[src/hdl/tmb_pkg.sv]
/*
  Package for the second timer block: register offsets, bit positions,
  reset values and prescale counts.
  Assumes a 32-bit APB slave port and a core clock equal to the oscillator.
*/
package tmb_pkg;
  // Register byte offsets
  localparam logic [7:0] TMB_OFF_CTRL   = 8'h00;
  localparam logic [7:0] TMB_OFF_MODE   = 8'h04;
  localparam logic [7:0] TMB_OFF_RLD_LO = 8'h08;
  localparam logic [7:0] TMB_OFF_RLD_HI = 8'h0C;
  localparam logic [7:0] TMB_OFF_CNT_LO = 8'h10;
  localparam logic [7:0] TMB_OFF_CNT_HI = 8'h14;
  localparam logic [7:0] TMB_OFF_IE     = 8'h18;

  // Control register bits
  localparam int TMB_CTRL_OVF    = 7;
  localparam int TMB_CTRL_EXT    = 6;
  localparam int TMB_CTRL_RCLK   = 5;
  localparam int TMB_CTRL_TRANSMIT_CLOCK_SELECT   = 4;
  localparam int TMB_CTRL_EXEN   = 3;
  localparam int TMB_CTRL_RUN    = 2;
  localparam int TMB_CTRL_CT     = 1;
  localparam int TMB_CTRL_CAP    = 0;

  // Mode register bits
  localparam int TMB_MODE_CKOE   = 1;
  localparam int TMB_MODE_DCEN   = 0;

  // Interrupt enable register bits
  localparam int TMB_IE_GLOBAL   = 7;
  localparam int TMB_IE_RSVD     = 6;
  localparam int TMB_IE_TIMER2   = 5;
  localparam logic [7:0] TMB_IE_MASK = 8'hBF;

  // Reset values
  localparam logic [7:0]  TMB_CTRL_RST = 8'h00;
  localparam logic [1:0]  TMB_MODE_RST = 2'h0;
  localparam logic [15:0] TMB_CNT_RST  = 16'h0000;
  localparam logic [15:0] TMB_RLD_RST  = 16'h0000;
  localparam logic [7:0]  TMB_IE_RST   = 8'h00;

  // Prescale: state time is 2 oscillator clocks, machine cycle is 12
  localparam logic [3:0]  TMB_STATE_DIV   = 4'h2;
  localparam logic [3:0]  TMB_MACH_LAST   = 4'hB;
  localparam logic [15:0] TMB_CNT_TOP     = 16'hFFFF;
  localparam logic [3:0]  TMB_BAUD_LAST   = 4'hF;
endpackage

[src/hdl/tmb_timer_two.sv]
/*
  Second 16-bit timer with baud rate generator and programmable clock out,
  its interrupt request and the interrupt enable register, on APB.
  Assumes sys_clk is the oscillator clock, pins arrive asynchronously,
  and the serial port consumes the one-cycle baud ticks.
*/
// Summary of operation
// Either transmit or receive clock select bit puts the timer in baud mode.
// Transmit and receive selects are separate, other direction may use timer one.
// In baud mode each rollover reloads the count from the reload pair.
// Serial bit rate is the overflow rate divided by sixteen.
// Baud mode timer counts every state time, not every machine cycle.
// Bit rate equals oscillator over 32 times 65536 minus reload.
// In baud mode rollover sets no overflow flag and raises no request.
// In baud mode trigger falling edge sets external flag without reload.
// Software leaves the count alone while the baud generator runs.
// Software does not write the reload pair while the generator runs.
// Clock output mode drives a 50% duty clock on the output pin.
// Clock output needs counter select clear and output enable set.
// Run control bit starts and stops the timer.
// Clock out equals oscillator over 4 times 65536 minus reload.
// In clock output mode rollovers raise no interrupt request.
// Baud generation and clock output run together from one reload pair.
// Timer request is the OR of overflow and external flags.
// Hardware never clears either flag; software clears them.
// Overflow flag is set in the very cycle of the overflow.
// Enable register holds one enable per source, bits five to zero.
// Global enable clear blocks every request; set lets each enable decide.
// Software never writes ones to enable bit six.
// Clock output toggles on every rollover, counting at half oscillator rate.
`timescale 1ns/100ps
module tmb_timer_two (
  // Clock and reset
  input  wire logic        sys_clk,
  input  wire logic        rst_n,
  input  wire logic        clk_en,
  // APB slave
  input  wire logic        psel,
  input  wire logic        penable,
  input  wire logic        pwrite,
  input  wire logic [7:0]  paddr,
  input  wire logic [31:0] pwdata,
  output logic      [31:0] prdata,
  output logic             pready,
  output logic             pslverr,
  // Pins
  input  wire logic        external_trigger_pin,
  input  wire logic        clock_output_pin_i,
  output logic             clock_output_pin_o,
  output logic             clock_output_pin_oe_n,
  // Serial port timing
  output logic             tx_baud_tick,
  output logic             rx_baud_tick,
  output logic             transmit_clock_select,
  output logic             receive_clock_select,
  // Interrupts
  output logic             timer_two_irq,
  output logic [7:0]       interrupt_enable_reg
);
  import tmb_pkg::*;

  logic [7:0]  timer_control_reg_r;
  logic [1:0]  timer_mode_reg_r;
  logic [15:0] cnt_r;
  logic [15:0] rld_r;
  logic [7:0]  ie_r;
  logic [3:0]  presc_r;
  logic [3:0]  baud_div_r;
  logic [2:0]  trig_sync_r;
  logic [2:0]  cpin_sync_r;
  logic        apb_wr;
  logic        apb_setup;
  logic        state_tick;
  logic        mach_tick;
  logic        trig_fall;
  logic        cpin_fall;
  logic        baud_mode;
  logic        clkout_mode;
  logic        run;
  logic        inc;
  logic        roll;
  logic        ext_evt;
  logic        wr_ctrl;
  logic        wr_cnt_lo;
  logic        wr_cnt_hi;
  logic        wr_rld_lo;
  logic        wr_rld_hi;
  logic [31:0] rd_nxt;
  logic        err_nxt;
  logic        ovf16;

  // Mode decode
  assign run         = timer_control_reg_r[TMB_CTRL_RUN];
  assign baud_mode   = timer_control_reg_r[TMB_CTRL_RCLK] | timer_control_reg_r[TMB_CTRL_TRANSMIT_CLOCK_SELECT];
  assign clkout_mode = timer_mode_reg_r[TMB_MODE_CKOE] & ~timer_control_reg_r[TMB_CTRL_CT];

  // APB decode
  assign apb_setup = psel & ~penable;
  assign apb_wr    = psel & penable & pready & pwrite & clk_en;
  assign wr_ctrl   = apb_wr & (paddr == TMB_OFF_CTRL);
  assign wr_cnt_lo = apb_wr & (paddr == TMB_OFF_CNT_LO);
  assign wr_cnt_hi = apb_wr & (paddr == TMB_OFF_CNT_HI);
  assign wr_rld_lo = apb_wr & (paddr == TMB_OFF_RLD_LO);
  assign wr_rld_hi = apb_wr & (paddr == TMB_OFF_RLD_HI);

  always_comb begin
    rd_nxt  = 32'h0000_0000;
    err_nxt = 1'b0;
    if (paddr == TMB_OFF_CTRL) begin
      rd_nxt[7:0] = timer_control_reg_r;
    end else if (paddr == TMB_OFF_MODE) begin
      rd_nxt[1:0] = timer_mode_reg_r;
    end else if (paddr == TMB_OFF_RLD_LO) begin
      rd_nxt[7:0] = rld_r[7:0];
    end else if (paddr == TMB_OFF_RLD_HI) begin
      rd_nxt[7:0] = rld_r[15:8];
    end else if (paddr == TMB_OFF_CNT_LO) begin
      rd_nxt[7:0] = cnt_r[7:0];
    end else if (paddr == TMB_OFF_CNT_HI) begin
      rd_nxt[7:0] = cnt_r[15:8];
    end else if (paddr == TMB_OFF_IE) begin
      rd_nxt[7:0] = ie_r;
    end else begin
      err_nxt = 1'b1;
    end
  end

  // APB answer: ready in the cycle after setup
  always_ff @(posedge sys_clk) begin
    if (!rst_n) begin
      pready  <= 1'b0;
      prdata  <= 32'h0000_0000;
      pslverr <= 1'b0;
    end else if (clk_en) begin
      if (apb_setup) begin
        pready  <= 1'b1;
        prdata  <= pwrite ? 32'h0000_0000 : rd_nxt;
        pslverr <= err_nxt;
      end else begin
        pready  <= 1'b0;
        pslverr <= 1'b0;
      end
    end
  end

  // Pin synchronisers with a third stage for edge detection
  always_ff @(posedge sys_clk) begin
    if (!rst_n) begin
      trig_sync_r <= 3'h7;
      cpin_sync_r <= 3'h7;
    end else if (clk_en) begin
      trig_sync_r <= {trig_sync_r[1:0], external_trigger_pin};
      cpin_sync_r <= {cpin_sync_r[1:0], clock_output_pin_i};
    end
  end
  assign trig_fall = trig_sync_r[2] & ~trig_sync_r[1];
  assign cpin_fall = cpin_sync_r[2] & ~cpin_sync_r[1] & ~clkout_mode;
  assign ext_evt   = trig_fall & timer_control_reg_r[TMB_CTRL_EXEN];

  // Oscillator prescale: state time and machine cycle
  always_ff @(posedge sys_clk) begin
    if (!rst_n) begin
      presc_r <= 4'h0;
    end else if (clk_en) begin
      presc_r <= (presc_r == TMB_MACH_LAST) ? 4'h0 : 4'(presc_r + 4'h1);
    end
  end
  assign state_tick = (presc_r[0] == TMB_STATE_DIV[1]);
  assign mach_tick  = (presc_r == TMB_MACH_LAST);

  // Count source selection
  always_comb begin
    inc = 1'b0;
    if (run) begin
      if (timer_control_reg_r[TMB_CTRL_CT]) begin
        inc = cpin_fall;
      end else if (baud_mode | clkout_mode) begin
        inc = state_tick;
      end else begin
        inc = mach_tick;
      end
    end
  end
  assign roll = inc & (cnt_r == TMB_CNT_TOP);

  // Counter: rollover reload, trigger reload and software writes
  always_ff @(posedge sys_clk) begin
    if (!rst_n) begin
      cnt_r <= TMB_CNT_RST;
    end else if (clk_en) begin
      if (wr_cnt_lo | wr_cnt_hi) begin
        if (wr_cnt_lo) begin
          cnt_r[7:0] <= pwdata[7:0];
        end
        if (wr_cnt_hi) begin
          cnt_r[15:8] <= pwdata[7:0];
        end
      end else if (roll & (baud_mode | clkout_mode | ~timer_control_reg_r[TMB_CTRL_CAP])) begin
        cnt_r <= rld_r;
      end else if (ext_evt & ~baud_mode & ~timer_control_reg_r[TMB_CTRL_CAP]) begin
        cnt_r <= rld_r;
      end else if (inc) begin
        cnt_r <= 16'(cnt_r + 16'h0001);
      end
    end
  end

  // Reload pair: software preset, capture outside baud mode
  always_ff @(posedge sys_clk) begin
    if (!rst_n) begin
      rld_r <= TMB_RLD_RST;
    end else if (clk_en) begin
      if (wr_rld_lo | wr_rld_hi) begin
        if (wr_rld_lo) begin
          rld_r[7:0] <= pwdata[7:0];
        end
        if (wr_rld_hi) begin
          rld_r[15:8] <= pwdata[7:0];
        end
      end else if (ext_evt & ~baud_mode & timer_control_reg_r[TMB_CTRL_CAP]) begin
        rld_r <= cnt_r;
      end
    end
  end

  // Control register with sticky flags, hardware set wins over clear
  always_ff @(posedge sys_clk) begin
    if (!rst_n) begin
      timer_control_reg_r <= TMB_CTRL_RST;
    end else if (clk_en) begin
      if (wr_ctrl) begin
        timer_control_reg_r <= pwdata[7:0];
      end
      if (roll & ~baud_mode & ~clkout_mode) begin
        timer_control_reg_r[TMB_CTRL_OVF] <= 1'b1;
      end
      if (ext_evt) begin
        timer_control_reg_r[TMB_CTRL_EXT] <= 1'b1;
      end
    end
  end

  // Mode and interrupt enable registers
  always_ff @(posedge sys_clk) begin
    if (!rst_n) begin
      timer_mode_reg_r <= TMB_MODE_RST;
      ie_r             <= TMB_IE_RST;
    end else if (clk_en) begin
      if (apb_wr & (paddr == TMB_OFF_MODE)) begin
        timer_mode_reg_r <= pwdata[1:0];
      end
      if (apb_wr & (paddr == TMB_OFF_IE)) begin
        ie_r <= pwdata[7:0] & TMB_IE_MASK;
      end
    end
  end

  // Overflows divided by sixteen for serial modes 1 and 3
  always_ff @(posedge sys_clk) begin
    if (!rst_n) begin
      baud_div_r <= 4'h0;
    end else if (clk_en & roll & baud_mode) begin
      baud_div_r <= 4'(baud_div_r + 4'h1);
    end
  end
  assign ovf16 = roll & baud_mode & (baud_div_r == TMB_BAUD_LAST);

  // Serial timing outputs, each direction selected on its own
  always_ff @(posedge sys_clk) begin
    if (!rst_n) begin
      tx_baud_tick          <= 1'b0;
      rx_baud_tick          <= 1'b0;
      transmit_clock_select <= 1'b0;
      receive_clock_select  <= 1'b0;
    end else if (clk_en) begin
      tx_baud_tick          <= ovf16 & timer_control_reg_r[TMB_CTRL_TRANSMIT_CLOCK_SELECT];
      rx_baud_tick          <= ovf16 & timer_control_reg_r[TMB_CTRL_RCLK];
      transmit_clock_select <= timer_control_reg_r[TMB_CTRL_TRANSMIT_CLOCK_SELECT];
      receive_clock_select  <= timer_control_reg_r[TMB_CTRL_RCLK];
    end
  end

  // Clock output pin, toggled on every rollover
  always_ff @(posedge sys_clk) begin
    if (!rst_n) begin
      clock_output_pin_o    <= 1'b1;
      clock_output_pin_oe_n <= 1'b1;
    end else if (clk_en) begin
      clock_output_pin_oe_n <= ~clkout_mode;
      if (!clkout_mode) begin
        clock_output_pin_o <= 1'b1;
      end else if (roll) begin
        clock_output_pin_o <= ~clock_output_pin_o;
      end
    end
  end

  // Interrupt request and enable outputs
  always_ff @(posedge sys_clk) begin
    if (!rst_n) begin
      timer_two_irq        <= 1'b0;
      interrupt_enable_reg <= TMB_IE_RST;
    end else if (clk_en) begin
      timer_two_irq <= ie_r[TMB_IE_GLOBAL] & ie_r[TMB_IE_TIMER2] &
                       (timer_control_reg_r[TMB_CTRL_OVF] | timer_control_reg_r[TMB_CTRL_EXT]);
      interrupt_enable_reg <= ie_r[TMB_IE_GLOBAL] ? ie_r : TMB_IE_RST;
    end
  end
endmodule

[config.mk]
export PLATFORM = sky130hd
export DESIGN_NAME = tmb_timer_two
export DESIGN_NICKNAME = d
export VERILOG_FILES = /design/src/hdl/tmb_pkg.sv /design/src/hdl/tmb_timer_two.sv
export SDC_FILE = /design/constraint.sdc
export NUM_CORES = 1
export LEC_CHECK = 0
export CAP_MARGIN = 20
export CORE_MARGIN = 2
export CORE_UTILIZATION = 55
export CTS_CLUSTER_DIAMETER = 100
export DETAILED_ROUTE_END_ITERATION = 7
export DONT_BUFFER_PORTS = 1
export HOLD_SLACK_MARGIN = 0.15
export PLACE_DENSITY = 0.71
export SETUP_SLACK_MARGIN = 0.02
export SLEW_MARGIN = 20
export SYNTH_ARGS = -nofsm -noshare
export SYNTH_HDL_FRONTEND = slang
export SYNTH_SLANG_ARGS = --single-unit
[constraint.sdc]
create_clock -name sys_clk -period 2.5 [get_ports sys_clk]
set_clock_uncertainty 0.05 [all_clocks]
set_input_delay 0.125 -clock sys_clk [delete_from_list [all_inputs] [get_ports sys_clk]]
set_output_delay 0.125 -clock sys_clk [all_outputs]
set_load 0.05 [all_outputs]
# Yosys cells after proc, flatten, opt, wreduce, memory -nomap -nowiden
# Index checks and enable logic that the tools add are counted.
# classes
muxes	38
bitwise	46
n_eq_ne	14
add_sub_neg	3
reduce_logical	16
# ops
cell	n
8-bit two-way mux	13
16-bit two-way mux	6
1-bit bitwise AND	32
8-bit by 5-bit equality test with 1-bit output (second input constant)	3
16-bit by 1-bit adder with 16-bit output (second input constant)	1
16-bit equality test (second input constant)	1
8-bit by 4-bit equality test with 1-bit output (second input constant)	2
1-bit two-way mux	16
2-bit AND reduction	7
3-bit AND reduction	4
4-bit by 1-bit adder with 4-bit output (second input constant)	2
4-bit equality test (second input constant)	2
8-bit by 3-bit equality test with 1-bit output (second input constant)	1
8-bit logical NOT	1
2-bit inequality test (second input constant)	4
1-bit NOT	8
6-bit two-way mux	1
1-bit OR	6
2-bit nonzero test	3
4-bit two-way mux	1
4-bit nonzero test	1
2-bit two-way mux	1
2-bit by 1-bit inequality test with 1-bit output (second input constant)	1
# word_totals
output_inout_bits	49
reg_bits	112
word_cells	141
in_bits	48

# Longest topological paths before layout
# depth
depth_word	11
mapped_depth	9
depth_no_buf	7

# Worst setup path before layout
# No wires, ideal clock.
# synth_path
path_type	flip-flop to flip-flop
start	reg cnt_r[0]
end	reg cnt_r[6]
path_slack_ps	163
setup_ps	140
path_stages_with_launch	10
arrival_ps	2147
n_path_buf	2
path_cell_list	dfxtp_1 -> ha_1 -> nand2_1 -> nor4_1 -> o2111ai_1 -> nand2b_1 -> buf_2 -> buf_2 -> mux2i_1 -> o221ai_1
# synth_via
elab_chain_len	5
elab_cells_between_ends	10
classes_between	add/sub: 1; eq/ne: 1; mux: 4; bitwise: 2; reduce/logical: 2
# synth_lines
item	line_no	source
from (decl)	tmb_timer_two.sv:64	logic [15:0] cnt_r;
from (signal assigned)	tmb_timer_two.sv:193	cnt_r[7:0] <= pwdata[7:0];
from (signal assigned)	tmb_timer_two.sv:199	cnt_r <= rld_r;
from (signal assigned)	tmb_timer_two.sv:201	cnt_r <= rld_r;
16-bit by 1-bit adder with 16-bit output / 16-bit equality test (equally long branches)	tmb_timer_two.sv:203, tmb_timer_two.sv:184	
16-bit two-way mux / 1-bit bitwise AND (equally long branches)	tmb_timer_two.sv:202, tmb_timer_two.sv:184	
16-bit two-way mux / 1-bit bitwise AND (equally long branches)	tmb_timer_two.sv:200, tmb_timer_two.sv:198	
16-bit two-way mux / 4-bit nonzero test (equally long branches)	n/a	
16-bit two-way mux / 3-bit AND reduction (equally long branches)	n/a	
# Several ways; a longest one is shown, not always the timed one. The select of a mux whose other input is x is not followed.
# A chain may end at the register's enable or synchronous reset.

# Final worst setup path
# layout_path
start	reg cnt_r[8]
end	reg cnt_r[6]
# layout_via
elab_chain_len	5
elab_cells_between_ends	7
classes_between	eq/ne: 1; mux: 2; bitwise: 2; reduce/logical: 2
# layout_lines
item	line_no	source
from (signal assigned)	tmb_timer_two.sv:196	cnt_r[15:8] <= pwdata[7:0];
from (signal assigned)	tmb_timer_two.sv:199	
from (signal assigned)	tmb_timer_two.sv:201	
16-bit equality test *	tmb_timer_two.sv:184	assign roll = inc & (cnt_r == TMB_CNT_TOP);
1-bit bitwise AND *	tmb_timer_two.sv:184	
1-bit bitwise AND *	tmb_timer_two.sv:198	end else if (roll & (baud_mode | clkout_mode | ~timer_control_reg_r[TMB_CTRL_CAP])) begin
4-bit nonzero test (no source line) / 16-bit two-way mux (equally long branches)	n/a	
3-bit AND reduction (no source line) / 16-bit two-way mux (equally long branches)	n/a	
# Mark *: on every way between the ends. The rest lies on a longest branch, timed or not.

==> results.md <==
- Width of the die: 96.6 um
- Switching part of the total: 25.7%
- Routability cong.: 0.911
- Fin worst setup slack: ~0.14 ns
- Via density per instance: 6.29
- Post-Route Setup TNS: 0 ns
- Worst-path clk slew: roughly 0.09 ns
- DRT iter0 DRCs: 410
- First-pass GRT wire length: around 21 mm
- Fillers: just over 700
- Status: completed
- Area of the multi-input gates: about 2600 um2
- Crit path kind: flop to flop
- HP Class: input pin to flop
- Critical path peak fanout: 15
- Seq pwr share: 50.8%
- Port Buffers: 0
- Asr flop ratio synth: 0%
- VDD IR max: 307 uV
- CP Capture Type: flop
- Cell Rows: 33
- Place WS: about 0.080 ns
- Required time worst endpoint: 2.69 ns
- Leakage: 2.02 nW
- Warnings from Yosys: 0
- R2R cell count: 8
- Critical Path Sink: cnt_r[6]
- Number of iterations in the first detailed-routing pass: 7
- Vias: 4410
- Die height: ~97 um
- Post-synth cell types: 58
- Finished Layout Cells: 701
- Fin nets: 640
- TritonCTS clock tree: done
- Logic pwr share: 8.3%
- Reg2Reg Launch Point: cnt_r[8]
- Sequential standard cell area: 1740 um2
- RSZ-0062 raised after global routing: no
- Final setup viols: 0
- GR Util met3: between 6 and 7%
- Tcrit/Tclk final: a little over nine tenths
- Placed insts: 657
- Synth Register Bits: 87
- Reg-to-reg slack, setup: 0.14 ns
- Largest net degree at the start of global routing: 53
- Final wirelength: 13.4 mm
- Core ar.: 8260 um2
- Fmax: between 400 and 500 MHz
- Nature of the critical path startpoint: flop
- Area post-placement: 4850 um2
- Synth area leader: dfxtp_1
- Starting density of the core: 57.1%
- Avg Inst Size Synth: approximately 8.4 um2
- EDFF count, synth: 0
- Area added between synthesis and finish: 14.1%
- Busiest grt layer: met2
- Top-count cell post-synth: dfxtp_1
- Detailed-placement wirelength estimate: 8.92 mm
- Reg-to-Reg End: cnt_r[6]
- Pins Over Slew Limit: 0
- Clock network fraction of design power: about two fifths
- Max-cap check violation count: 0
- Tightest Pin Transition: 0.577 ns
- Crit. Startpoint: cnt_r[8]
- Synth top cells by count: 87 x dfxtp_1, 62 x nand2_1, 54 x mux2i_1
- Biggest regs: cnt_r x16, rld_r x16
- Slew HR: 61.5%
- # H-tree levels: 3
- Layout cell share with drive strength beyond 1: a little under an eighth
- GRT Total Usage: 29.8%
- Antenna violations before repair: 1
- Min Tclk post-route: 2.36 ns
- Sequential fraction of the synthesis area: 37.0%
- Cell Area, Synth: 4710 um2
- Sw Pwr: 0.000711 W
- GR Util met2: 45.8%
- Ports: 97
- Die area: approximately 9300 um2
- Post-synth top flop: dfxtp_1
- Synth area leaders: dfxtp_1 37%, mux2i_1 11%, o221ai_1 5.0%
- Worst Path Arrival: about 2.5 ns
- Final hold vios: 0
- Clk root buf: clkbuf_8
- Post-CTS setup buffer count: 0
- Sink Count: just under 90
- Area fraction of the dominant cell type after synthesis: 37.0%
- Wire per inst: ~19 um
- Grt total ovfl: 0
- Total CTS buffers: 9
- Clock latency on the worst-skew pair: roughly 0.35 ns
- Vias in the first global route: 4036
- Cell-internal power: 0.00205 W
- Final ANT Viol Nets: 0
- DR DRC count: 0
- Cell area after layout: 5380 um2
- Cells after synthesis: 560
- Clk buf depth: 2
- Grt met1 use: 40.5%
- PD cells: 513 nW/um2
-- timing repair --
item | CTS | global route
setup endpoints to repair | 0 | 8
endpoints found under the hold margin | 85 | 2
hold buffers | 25 | 1
resized for setup | 0 | 3
-- power by group through the flow --
stage / clock network (W) / logic [W] / registers (W)
floorplan: 0 / 0.000201 / 0.00143
global placement: 0 / 0.000150 / 0.00143
detailed placement: 0 / 0.000152 / 0.00143
CTS: 0.00113 / 0.000225 / 0.00140
global route: 0.00119 / 0.000245 / 0.00140
finish: 0.00113 / 0.000229 / 0.00140
-- stage by stage --
step	util (%)	hold WS, ns	total power (W)
after floorplan	-	0.203	0.00163
after global placement	58.7	0.142	0.00158
after detailed placement	58.7	0.145	0.00159
after CTS	64.8	0.156	0.00276
after global routing	65.1	0.165	0.00284
final	65.1	0.163	0.00276
-- worst min path at each step --
| stage | startpoint | endpoint | slack [ns] | cells after the start |
|---|---|---|---|---|
| CTS | paddr[2] | prdata[4] | 0.16 | 5 |
| floorplan | clock_output_pin_i | cpin_sync_r[0] | 0.20 | 2 |
| global placement | rst_n | trig_sync_r[2] | 0.14 | 1 |
| detailed placement | rst_n | trig_sync_r[1] | 0.14 | 1 |
| finish | clk_en | pready | 0.16 | 3 |
| global route | paddr[2] | prdata[7] | 0.16 | 4 |
-- routing by layer --
layer,vias up,routed length [um]
met2,268,5840
met5,-,0
met3,41,1330
li1,2021,-
met4,0,538
met1,2080,5730
-- critical path: stages (launching register included) --
cell and delay (ns):
dfxtp_1 0.50, nand4_1 0.22, nor4_1 0.45, buf_4 0.21, o2111ai_1 0.11, nand2b_1 0.18
buf_12 0.20, mux2i_1 0.21, o221ai_1 0.13
-- cells by family after synthesis --
logic type	count (synthesis)	synth area share [%]
fa+ha+maj	3	0.796
flops	87	37.0
buf+inv	89	9.42
simple gates	188	19.1
other cells	1	0.0796
mux	62	14.2
xor+xnor	15	2.79
compound gates	115	16.7
-- cell usage in the layout, fill, tap and decap left out, drive strengths merged, types with 25 or more instances in the layout --
master and n:
dfxtp 87, nand2 62, mux2i 54, nor2 44
a21oi 42, buf 34, nand3 28, o221ai 27
inv 26, conb 25
-- cell type report --
cell class | instances | area share (%)
multi-input combinational | 408 | 48.9
sequential | 87 | 32.4
timing repair buffer | 58 | 10.1
clock buffer | 10 | 2.56
tap | 105 | 2.44
inverter | 25 | 1.75
clock inverter | 6 | 1.68
antenna | 2 | 0.0931
(Power assumes the default switching activity.)
